<file path="src/gp_pkg.sv">
// Purpose: shared constants for the general-purpose pin port
// Assumes: single core clock, synchronous active-high reset
// Notes: bit n of every word belongs to pin n
// How it works
// [RQ1] 28 pins, all inputs during reset
// [RQ2] direction bit per pin selects in/out
// [RQ3] set/clear writes feed hidden output latch
// [RQ4] set/clear accepted for input pins too
// [RQ5] latch shows immediately when pin becomes output
// [RQ6] pin level readable at any time
// [RQ7] output pins read back actual level
// [RQ8] rising/falling/both edge selects per pin
// [RQ9] edge status readable by software
// [RQ10] edges go to interrupts and wake-up
// [RQ11] sleep entry loads latch from sleep state
// [RQ12] outputs drive sleep values before sleep
// [RQ13] sleep values stay until set/clear write
// [RQ14] alternate functions fixed to their pins
// [RQ15] alternate pins still use direction register
// [RQ16] bit n is pin n, 31..28 zero
// [RQ17] direction one output, hard reset clears
// [RQ18] ones set/clear, zeros leave unchanged
// [RQ19] pin inputs synchronised before sampling
package gp_pkg;
    localparam int unsigned NUM_PINS = 28;
    localparam int unsigned REG_W = 32;
    localparam int unsigned RSVD_W = REG_W - NUM_PINS;
    localparam logic [NUM_PINS-1:0] DIR_RESET = 28'h0000000;
    localparam logic [NUM_PINS-1:0] ALL_ZERO = 28'h0000000;
    localparam logic [RSVD_W-1:0] RSVD_ZERO = 4'h0;
endpackage

</file>
<file path="src/gp_edge_if.sv">
// Purpose: carries synchronised levels and edge pulses between port modules
// Assumes: widths set by gp_pkg
// Notes: edge module drives level and pulses, the port drives selects
interface gp_edge_if;
    logic [gp_pkg::NUM_PINS-1:0] level;
    logic [gp_pkg::NUM_PINS-1:0] rise_sel;
    logic [gp_pkg::NUM_PINS-1:0] fall_sel;
    logic [gp_pkg::NUM_PINS-1:0] edge_hit;
    modport det (output level, output edge_hit, input rise_sel, input fall_sel);
    modport port (input level, input edge_hit, output rise_sel, output fall_sel);
endinterface

</file>
<file path="src/gp_edge_det.sv">
// Purpose: synchronise pin inputs and flag selected edges
// Assumes: pins are asynchronous to the core clock
// Notes: edge_hit is a one-cycle pulse, level is the synchronised pin
module gp_edge_det (
    input wire logic i_core_clk,                       // core clock
    input wire logic i_rst,                            // sync reset, active high
    input wire logic i_ce,                             // clock enable
    input wire logic [gp_pkg::NUM_PINS-1:0] i_pin_in,  // raw pin levels
    gp_edge_if.det eif                                 // levels and edges
);
    logic [gp_pkg::NUM_PINS-1:0] meta_ff, sync_ff, prev_ff;
    logic [gp_pkg::NUM_PINS-1:0] hit_ff;
    logic [gp_pkg::NUM_PINS-1:0] nxt_meta, nxt_sync, nxt_prev, nxt_hit;

    // only sync_ff reads meta_ff, so a metastable sample never reaches the edge logic
    always_comb begin
        nxt_meta = i_pin_in;      // RQ19
        nxt_sync = meta_ff;       // RQ19
        nxt_prev = sync_ff;
        nxt_hit = (eif.rise_sel & sync_ff & ~prev_ff)
                | (eif.fall_sel & ~sync_ff & prev_ff); // RQ8
    end

    always_ff @(posedge i_core_clk) begin
        if (i_rst) begin
            meta_ff <= gp_pkg::ALL_ZERO;
            sync_ff <= gp_pkg::ALL_ZERO;
            prev_ff <= gp_pkg::ALL_ZERO;
            hit_ff <= gp_pkg::ALL_ZERO;
        end else if (i_ce) begin
            meta_ff <= nxt_meta;
            sync_ff <= nxt_sync;
            prev_ff <= nxt_prev;
            hit_ff <= nxt_hit;
        end
    end

    assign eif.level = sync_ff;
    // prev starts at zero, so a pin high at reset release shows one rising edge
    assign eif.edge_hit = hit_ff & {gp_pkg::NUM_PINS{i_ce}};
endmodule

</file>
<file path="src/gp_port.sv">
// Purpose: 28-pin general-purpose port with direction, set/clear and edge status
// Assumes: register accesses arrive as one-cycle write strobes with data
// Notes: the output latch has no read path; sleep load takes priority over writes
module gp_port (
    input wire logic i_core_clk,                             // core clock 20 MHz
    input wire logic i_rst,                                  // hard reset, sync, active high
    input wire logic i_ce,                                   // clock enable, freezes state
    input wire logic [gp_pkg::NUM_PINS-1:0] i_pin_in,        // pin levels from pads
    input wire logic i_dir_wr,                               // pin_direction_reg write
    input wire logic [gp_pkg::NUM_PINS-1:0] i_dir_wdata,     // direction data, 1 = output
    input wire logic i_set_wr,                               // output_set_reg write
    input wire logic [gp_pkg::NUM_PINS-1:0] i_set_wdata,     // ones drive pins high
    input wire logic i_clr_wr,                               // output_clear_reg write
    input wire logic [gp_pkg::NUM_PINS-1:0] i_clr_wdata,     // ones drive pins low
    input wire logic i_rise_wr,                              // rising_edge_select_reg write
    input wire logic [gp_pkg::NUM_PINS-1:0] i_rise_wdata,    // rising select data
    input wire logic i_fall_wr,                              // falling_edge_select_reg write
    input wire logic [gp_pkg::NUM_PINS-1:0] i_fall_wdata,    // falling select data
    input wire logic i_edge_clr_wr,                          // edge status write, one clears
    input wire logic [gp_pkg::NUM_PINS-1:0] i_edge_clr_wdata, // ones clear status bits
    input wire logic i_sleep_enter,                          // sleep entry pulse
    input wire logic [gp_pkg::NUM_PINS-1:0] i_sleep_state,   // sleep_output_state_reg value
    input wire logic [gp_pkg::NUM_PINS-1:0] i_alt_en,        // alternate function owns pin n
    input wire logic [gp_pkg::NUM_PINS-1:0] i_alt_out,       // alternate function output bit n
    output logic [gp_pkg::REG_W-1:0] o_pin_level,            // pin_level_reg read value
    output logic [gp_pkg::REG_W-1:0] o_dir,                  // pin_direction_reg read value
    output logic [gp_pkg::REG_W-1:0] o_rise_sel,             // rising select read value
    output logic [gp_pkg::REG_W-1:0] o_fall_sel,             // falling select read value
    output logic [gp_pkg::REG_W-1:0] o_edge_status,          // edge_detect_status_reg read
    output logic [gp_pkg::NUM_PINS-1:0] o_edge_irq,          // per-pin interrupt request level
    output logic o_wake,                                     // any edge pending, wake request
    output logic [gp_pkg::NUM_PINS-1:0] o_pin_out,           // pad output data
    output logic [gp_pkg::NUM_PINS-1:0] o_pin_oe,            // pad output enable, high drives
    output logic o_sleep_ready                               // sleep values on pads
);
    localparam int unsigned N = gp_pkg::NUM_PINS;

    gp_edge_if eif ();

    gp_edge_det u_det (
        .i_core_clk(i_core_clk),
        .i_rst(i_rst),
        .i_ce(i_ce),
        .i_pin_in(i_pin_in),
        .eif(eif)
    );

    // configuration group
    logic [N-1:0] dir_ff, rise_ff, fall_ff;
    logic [N-1:0] nxt_dir, nxt_rise, nxt_fall;

    always_comb begin
        nxt_dir = i_dir_wr ? i_dir_wdata : dir_ff;       // RQ2
        nxt_rise = i_rise_wr ? i_rise_wdata : rise_ff;   // RQ8
        nxt_fall = i_fall_wr ? i_fall_wdata : fall_ff;   // RQ8
    end

    // hard reset only; there is no soft or sleep reset input here
    always_ff @(posedge i_core_clk) begin
        if (i_rst) begin
            dir_ff <= gp_pkg::DIR_RESET;     // RQ1 RQ17
            rise_ff <= gp_pkg::ALL_ZERO;
            fall_ff <= gp_pkg::ALL_ZERO;
        end else if (i_ce) begin
            dir_ff <= nxt_dir;
            rise_ff <= nxt_rise;
            fall_ff <= nxt_fall;
        end
    end

    assign eif.rise_sel = rise_ff;
    assign eif.fall_sel = fall_ff;

    // output latch group; no read path exists for it
    logic [N-1:0] latch_ff, nxt_latch;
    logic sleep_ready_ff, nxt_sleep_ready;

    always_comb begin
        nxt_latch = latch_ff;
        // write does not look at direction, so input pins accept it too
        if (i_set_wr) begin
            nxt_latch = nxt_latch | i_set_wdata;    // RQ3 RQ4 RQ18
        end
        // clear applied after set: a pin in both words ends low
        if (i_clr_wr) begin
            nxt_latch = nxt_latch & ~i_clr_wdata;   // RQ3 RQ4 RQ18
        end
        // sleep value overrides writes and then simply stays
        if (i_sleep_enter) begin
            nxt_latch = i_sleep_state;              // RQ11 RQ13
        end
        nxt_sleep_ready = i_sleep_enter;            // RQ12
    end

    always_ff @(posedge i_core_clk) begin
        if (i_rst) begin
            latch_ff <= gp_pkg::ALL_ZERO;
            sleep_ready_ff <= 1'b0;
        end else if (i_ce) begin
            latch_ff <= nxt_latch;
            sleep_ready_ff <= nxt_sleep_ready;
        end
    end

    // pad group, registered so every pad output comes from a flop
    logic [N-1:0] out_ff, oe_ff, nxt_out, nxt_oe;

    // alternate functions are hardwired one per pin, never remapped
    for (genvar g = 0; g < N; g++) begin : g_pad
        always_comb begin
            nxt_oe[g] = nxt_dir[g];                                          // RQ15 RQ17
            nxt_out[g] = i_alt_en[g] ? i_alt_out[g] : nxt_latch[g];          // RQ5 RQ14
        end
    end

    always_ff @(posedge i_core_clk) begin
        if (i_rst) begin
            out_ff <= gp_pkg::ALL_ZERO;
            oe_ff <= gp_pkg::ALL_ZERO;       // RQ1
        end else if (i_ce) begin
            out_ff <= nxt_out;
            oe_ff <= nxt_oe;
        end
    end

    // status group
    logic [N-1:0] status_ff, nxt_status;
    logic [N-1:0] level_ff, nxt_level;
    logic wake_ff, nxt_wake;

    always_comb begin
        nxt_status = status_ff;
        if (i_edge_clr_wr) begin
            nxt_status = nxt_status & ~i_edge_clr_wdata;
        end
        // a new edge in the clearing cycle survives
        nxt_status = nxt_status | eif.edge_hit;   // RQ9
        // sampled from the synchroniser, so outputs read back their real pad level
        nxt_level = eif.level;                    // RQ6 RQ7 RQ19
        nxt_wake = |nxt_status;                   // RQ10
    end

    always_ff @(posedge i_core_clk) begin
        if (i_rst) begin
            status_ff <= gp_pkg::ALL_ZERO;
            level_ff <= gp_pkg::ALL_ZERO;
            wake_ff <= 1'b0;
        end else if (i_ce) begin
            status_ff <= nxt_status;
            level_ff <= nxt_level;
            wake_ff <= nxt_wake;
        end
    end

    assign o_pin_level = {gp_pkg::RSVD_ZERO, level_ff};      // RQ16
    assign o_dir = {gp_pkg::RSVD_ZERO, dir_ff};              // RQ16
    assign o_rise_sel = {gp_pkg::RSVD_ZERO, rise_ff};
    assign o_fall_sel = {gp_pkg::RSVD_ZERO, fall_ff};
    assign o_edge_status = {gp_pkg::RSVD_ZERO, status_ff};   // RQ16
    assign o_edge_irq = status_ff;                           // RQ10
    assign o_wake = wake_ff;
    assign o_pin_out = out_ff;
    assign o_pin_oe = oe_ff;
    assign o_sleep_ready = sleep_ready_ff;
endmodule

</file>
<file path="config.mk">
export PLATFORM = sky130hd
export DESIGN_NAME = gp_port
export DESIGN_NICKNAME = d
export VERILOG_FILES = /design/src/gp_pkg.sv /design/src/gp_edge_if.sv /design/src/gp_edge_det.sv /design/src/gp_port.sv
export SDC_FILE = /design/constraint.sdc
export NUM_CORES = 1
export LEC_CHECK = 0
export BUFFER_PORTS_ARGS = -buffer_cell sky130_fd_sc_hd__buf_2
export CORE_AREA = 4 4 207 209
export DETAILED_ROUTE_END_ITERATION = 8
export DIE_AREA = 0 0 211 213
export HOLD_SLACK_MARGIN = 0.03
export PLACE_DENSITY = 0.5
export RECOVER_POWER = 25
export SYNTH_ARGS = -nofsm -noshare
export SYNTH_HDL_FRONTEND = slang
export SYNTH_SLANG_ARGS = --single-unit
</file>
<file path="constraint.sdc">
create_clock -name i_core_clk -period 1.89 [get_ports i_core_clk]
set_input_delay 0.2835 -clock i_core_clk [delete_from_list [all_inputs] [get_ports i_core_clk]]
set_output_delay 0.2835 -clock i_core_clk [all_outputs]
set_load 0.01 [all_outputs]
</file>
## Yosys cells after proc, flatten, opt, wreduce, memory -nomap -nowiden

Cells that the tools add are included.

| word-level totals | value |
|---|---|
| word-level logic and storage cells | 63 |
| bits in read-only memories | 0 |
| memories | 0 |
| input bits | 290 |
| bits in latches | 0 |
| register bits after elaboration | 282 |
| memory bits (writable) | 0 |
| output and inout port bits | 246 |

| cells by class | value |
|---|---|
| eq/ne operators | 0 |
| $lt $le $gt $ge | 0 |
| bitwise operators | 14 |
| reduce and logical (&&, ||, !) cells | 4 |
| shift operators | 0 |
| multipliers | 0 |
| add/sub/neg operators | 0 |
| multiplexer cells | 33 |
| div/mod/pow operators | 0 |

Operators by type and width:

| operator | number |
|---|---|
| 28-bit bitwise AND | 7 |
| 28-bit 2-to-1 mux | 5 |
| 28-bit inverter | 4 |
| 28-bit OR | 3 |
| 1-bit 2-to-1 mux | 28 |
| 28-bit OR reduction | 1 |
| 2-bit AND reduction | 3 |

## Depth between registers and ports, before layout

| depth | value |
|---|---|
| word-level depth | 6 |
| gate-level depth with buffers | 6 |
| depth with buffers taken out | 4 |

## Hierarchy

Synthesis repeated with hierarchy kept, for this count alone.

| second synthesis, totals | value |
|---|---|
| cells, all modules | 1,530 |
| area, all modules | 13,467.9 sq um |

Modules (own cells, without submodules):

| module | area an instance (sq um) | instances | cells an instance | seq. area each (sq um) |
|---|---|---|---|---|
| gp_port | 8,807.2 | 1 | 1,079 | 3,963.8 |
| gp_edge_det | 4,660.7 | 1 | 451 | 2,242.2 |

## Worst setup path after synthesis

OpenSTA, ideal clock, no wires.

| timing path | value |
|---|---|
| path kind | register to register |
| from | reg u_det.hit_ff[19] (netlist name) |
| to | reg wake_ff, in the netlist o_wake |
| period minus slack after synthesis | 1,614 ps |
| path buffers | 0 |
| path slack | 276 ps |
| library setup time | 120 ps |
| cell stages (with the launch flop) | 5 |
| required time | 1,770 ps |
| arrival time | 1,495 ps |
| path through | dfxtp_1 -> or4_4 -> a2111oi_4 -> nand4_1 -> o31a_1 |

| on the way | value |
|---|---|
| cells in the longest elaborated chain, start to end | 3 |

Ends and longest elaborated chain:

| item | line | source |
|---|---|---|
| start: declaration | gp_edge_det.sv:12 | `logic [gp_pkg::NUM_PINS-1:0] hit_ff;` |
| start signal: assignment | gp_edge_det.sv:29 | `hit_ff <= gp_pkg::ALL_ZERO;` |
| start signal: assignment | gp_edge_det.sv:34 | `hit_ff <= nxt_hit;` |
| 28-bit bitwise AND | gp_edge_det.sv:40 | `assign eif.edge_hit = hit_ff & {gp_pkg::NUM_PINS{i_ce}};` |
| 28-bit OR | gp_port.sv:137 | `nxt_status = nxt_status \| eif.edge_hit;` |
| 28-bit OR reduction | gp_port.sv:140 | `nxt_wake = \|nxt_status;` |
| end signal: assignment | gp_port.sv:151 | `wake_ff <= nxt_wake;` |
| end: declaration | gp_port.sv:129 | `logic wake_ff, nxt_wake;` |

Every way passes these cells.
A chain may end at the register's enable or synchronous reset.

## Worst setup path after layout

| timing path | value |
|---|---|
| from | reg u_det.hit_ff[9] (netlist name) |
| to | reg wake_ff, in the netlist o_wake |

The elaborated chain is that of the path after synthesis.

==> results.py <==
metrics = {
    "synthesis": {
        "synthMuxAreaShare_pct": 7.00,
        "synthXorXnorAreaFrac_pct": 0,
        "synthAdderAreaFrac_pct": 0,
        "seq_area_frac_synth_pct": 46.4,
        "netlist_instances": 1439,
        "netlist.area_leader.share_pct": 46.4,
        "synth-simple-area-share_pct": 20.5,
        "synth_compound_area_share_pct": 18.0,
        "yosysWarnings": 0,
        "ys_ff_latch": 282,
        "synth_area_sq_um": 12200,
        "synth_top_family_by_area": "simple AND/OR/NAND/NOR gates",
        "synth_area_leader_cell": "dfxtp_1",
        "avgSynthCellArea_sq_um": 8.45,
        "synth.area.top_cells": "dfxtp_1 46%, mux2i_1 7.0%, nand2_1 6.5%, nor2_1 6.0%, a21oi_1 6.0%",
        "ys_types": 37,
    },
    "final_layout": {
        "register_area_sq_um": 5650,
        "final_layout_size_suffix_gt1_share_pct": 30.3,
        "final_common_cell": "buf_2",
        "multi_input_area_sq_um": 5630,
        "postLayoutCellArea_sq_um": 17200,
        "fin_cells": 2551,
        "n_fill_cell": 4153,
        "area_growth_pct": 41.4,
        "final_cell_mix": "513 x buf_2, 282 x dfxtp_1, 212 x nand2_1",
        "nNetsFinal": 2280,
    },
    "power": {
        "power_density_nw_per_um2": 869,
        "vdd.ir_drop.worst_mv": 0.484,
        "cellLeakagePower_nw": 7.70,
    },
    "timing": {
        "drv_slew": 0,
        "slew_headroom_pct": 43.8,
        "skew_ns": 0.00975,
        "min_period_over_period_pct": 93.7,
        "worst_pin_slew_ns": 0.844,
        "min_period_ns": 1.77,
        "clock.fmax_ghz": 0.565,
        "finalHoldViolations": 0,
        "finalSetupViolations": 0,
    },
    "global_routing": {
        "grt_max_degree": 64,
        "grt_usage_pct": 20.0,
        "antenna_found_initial": 9,
        "grt_pass1_vias": 11900,
        "grt_pass1_wl_microns": 70300,
        "grt_overflow_total": 0,
    },
    "cts": {
        "clkTransAtPathRegs_ns": 0.05,
        "insertion_delay_ns": 0.53,
        "cts_made_buffers": 35,
        "cts_tree": "done",
        "clock-sinks": 282,
        "cts_root_buf": "clkbuf_16",
        "clockBufferDepth": 3,
        "post_cts_buffers": 0,
        "htreeDepth": 2,
    },
    "detailed_routing": {
        "antenna_left": 0,
        "vias": 12200,
        "drtIter0Drc": 739,
        "wl_microns": 47700,
        "via_per_inst": 4.76,
        "dr.pass1.iters": 5,
        "drc": 0,
        "route.detailed.wl_per_inst_microns": 18.7,
    },
    "placed_design": {
        "hpwlAfterDp_microns": 36300,
        "post_dp_cell_area_sq_um": 15000,
        "placedCellCount": 2374,
        "gp_congestion": 0.868,
        "portBuffers": 515,
    },
    "min_path": {
        "hold_class": "input port to register",
    },
    "floorplan": {
        "core-area_sq_um": 40800,
        "rows": 74,
        "fp.dieW_microns": 211,
        "dieArea_sq_um": 44900,
        "io_pins": 536,
        "start_util_pct": 29.8,
        "die_h_microns": 213,
    },
    "flow_run": {
        "cap_violations": 0,
    },
    "worst_setup_path": {
        "end_kind": "register",
        "crit_arrival_ns": 2.18,
        "ff2ff_setup_slack_ns": 0.12,
        "path_class": "register to register",
        "critPathMaxFanout": 3,
        "worstPathRequired_ns": 2.30,
        "worst_setup_path_start_kind": "register",
    },
    "status": {
        "status": "finished clean",
    },
}
worst max-delay path, stage by stage (launching register included):
cell and delay (ns):
dfxtp_1 0.32, or4_1 0.56, a2111oi_4 0.35, nand4_1 0.13, o31a_1 0.31
registers in the layout, summed over array words and instances, names as in the netlist:
name and flops:
eif.fall_sel 28, eif.rise_sel 28, latch_ff 28, o_edge_irq 28
o_pin_oe 28, o_pin_out 28, o_sleep_ready 1, o_wake 1
u_det.eif.level 28, u_det.hit_ff 28, u_det.meta_ff 28, u_det.prev_ff 28
kinds of logic (layout without fill, tap and decap cells):
family / count (synthesis) / count (layout)
simple gates: 559 / 559
compound gates: 338 / 338
flops: 282 / 282
buf+inv: 174 / 728
mux: 85 / 85
other cells: 1 / 27
repair_timing:
action	CTS	global route
hold buffers	111	0
hold endpoints to repair	111	0
endpoints found under the setup margin	0	1
resized for setup	0	2
Yosys cell counts:
library cell	instances
or2_2	1
o211ai_1	23
nand4_1	3
and2_2	2
buf_4	77
a2111oi_0	5
mux2i_1	85
a2111oi_4	1
o41ai_1	1
buf_2	20
a211oi_1	57
a2111oi_2	2
nand3b_1	25
buf_6	1
o311ai_0	28
a311oi_1	1
and2_1	31
a21boi_1	1
a21oi_1	145
a21boi_0	17
or4_1	3
nand2_1	212
or4_4	1
nand2b_1	60
dfxtp_1	282
conb_1	1
buf_1	13
nand3_1	22
nor2_1	195
o31a_1	1
nor2b_1	2
o21ai_0	27
or3b_1	1
nor3_1	1
a22oi_1	25
o221ai_1	4
clkbuf_1	63
cell type report:
class	instances	share of cell area (%)
Clock inverter	7	0.451
Sequential cell	282	32.8
Multi-Input combinational cell	1002	32.7
Antenna cell	7	0.102
Tap cell	532	3.87
Clock buffer	52	5.99
Timing Repair Buffer	669	24.0
power by group:
group | switching [mW] | internal [mW] | total (mW) | leakage [nW]
Combinational | 1.04 | 0.952 | 1.99 | 4.84
Clock | 2.57 | 3.91 | 6.48 | 0.542
Sequential | 0.245 | 6.24 | 6.49 | 2.31
per-layer routing:
layer  GRT usage, %  vias up  wire length, microns
met5              0        -                    36
met4           6.98        6                  1300
met3           4.51       71                  3060
met2           33.4      405                 22800
met1           25.7     5669                 20600
li1               -     5999                     -
final timing paths:
| kind | cells past startpoint | end | start |
|---|---|---|---|
| worst min register to register | 2 | o_pin_oe[20] | o_pin_oe[20] |
| worst max register to register | 4 | o_wake | u_det.hit_ff[9] |
| worst min-delay path | 3 | u_det.meta_ff[24] | i_pin_in[24] |
| worst max-delay path | 4 | o_wake | u_det.hit_ff[9] |
stage by stage:
step | TNS [ns] | power [mW] | utilization [%] | worst slack [ns] | hold slack, ns
floorplan | 0 | 7.59 | - | 0.276 | 0.419
global placement | 0 | 8.43 | 36.8 | 0.0416 | 0.451
detailed placement | 0 | 8.44 | 36.8 | 0.0400 | 0.459
CTS | 0 | 15.2 | 42.2 | 0.0196 | 0.0323
global route | -0.0262 | 15.6 | 42.1 | -0.0262 | 0.0565
finish | 0 | 15.0 | 42.1 | 0.119 | 0.0605
Note: power is estimated with default switching activity, not from simulation.
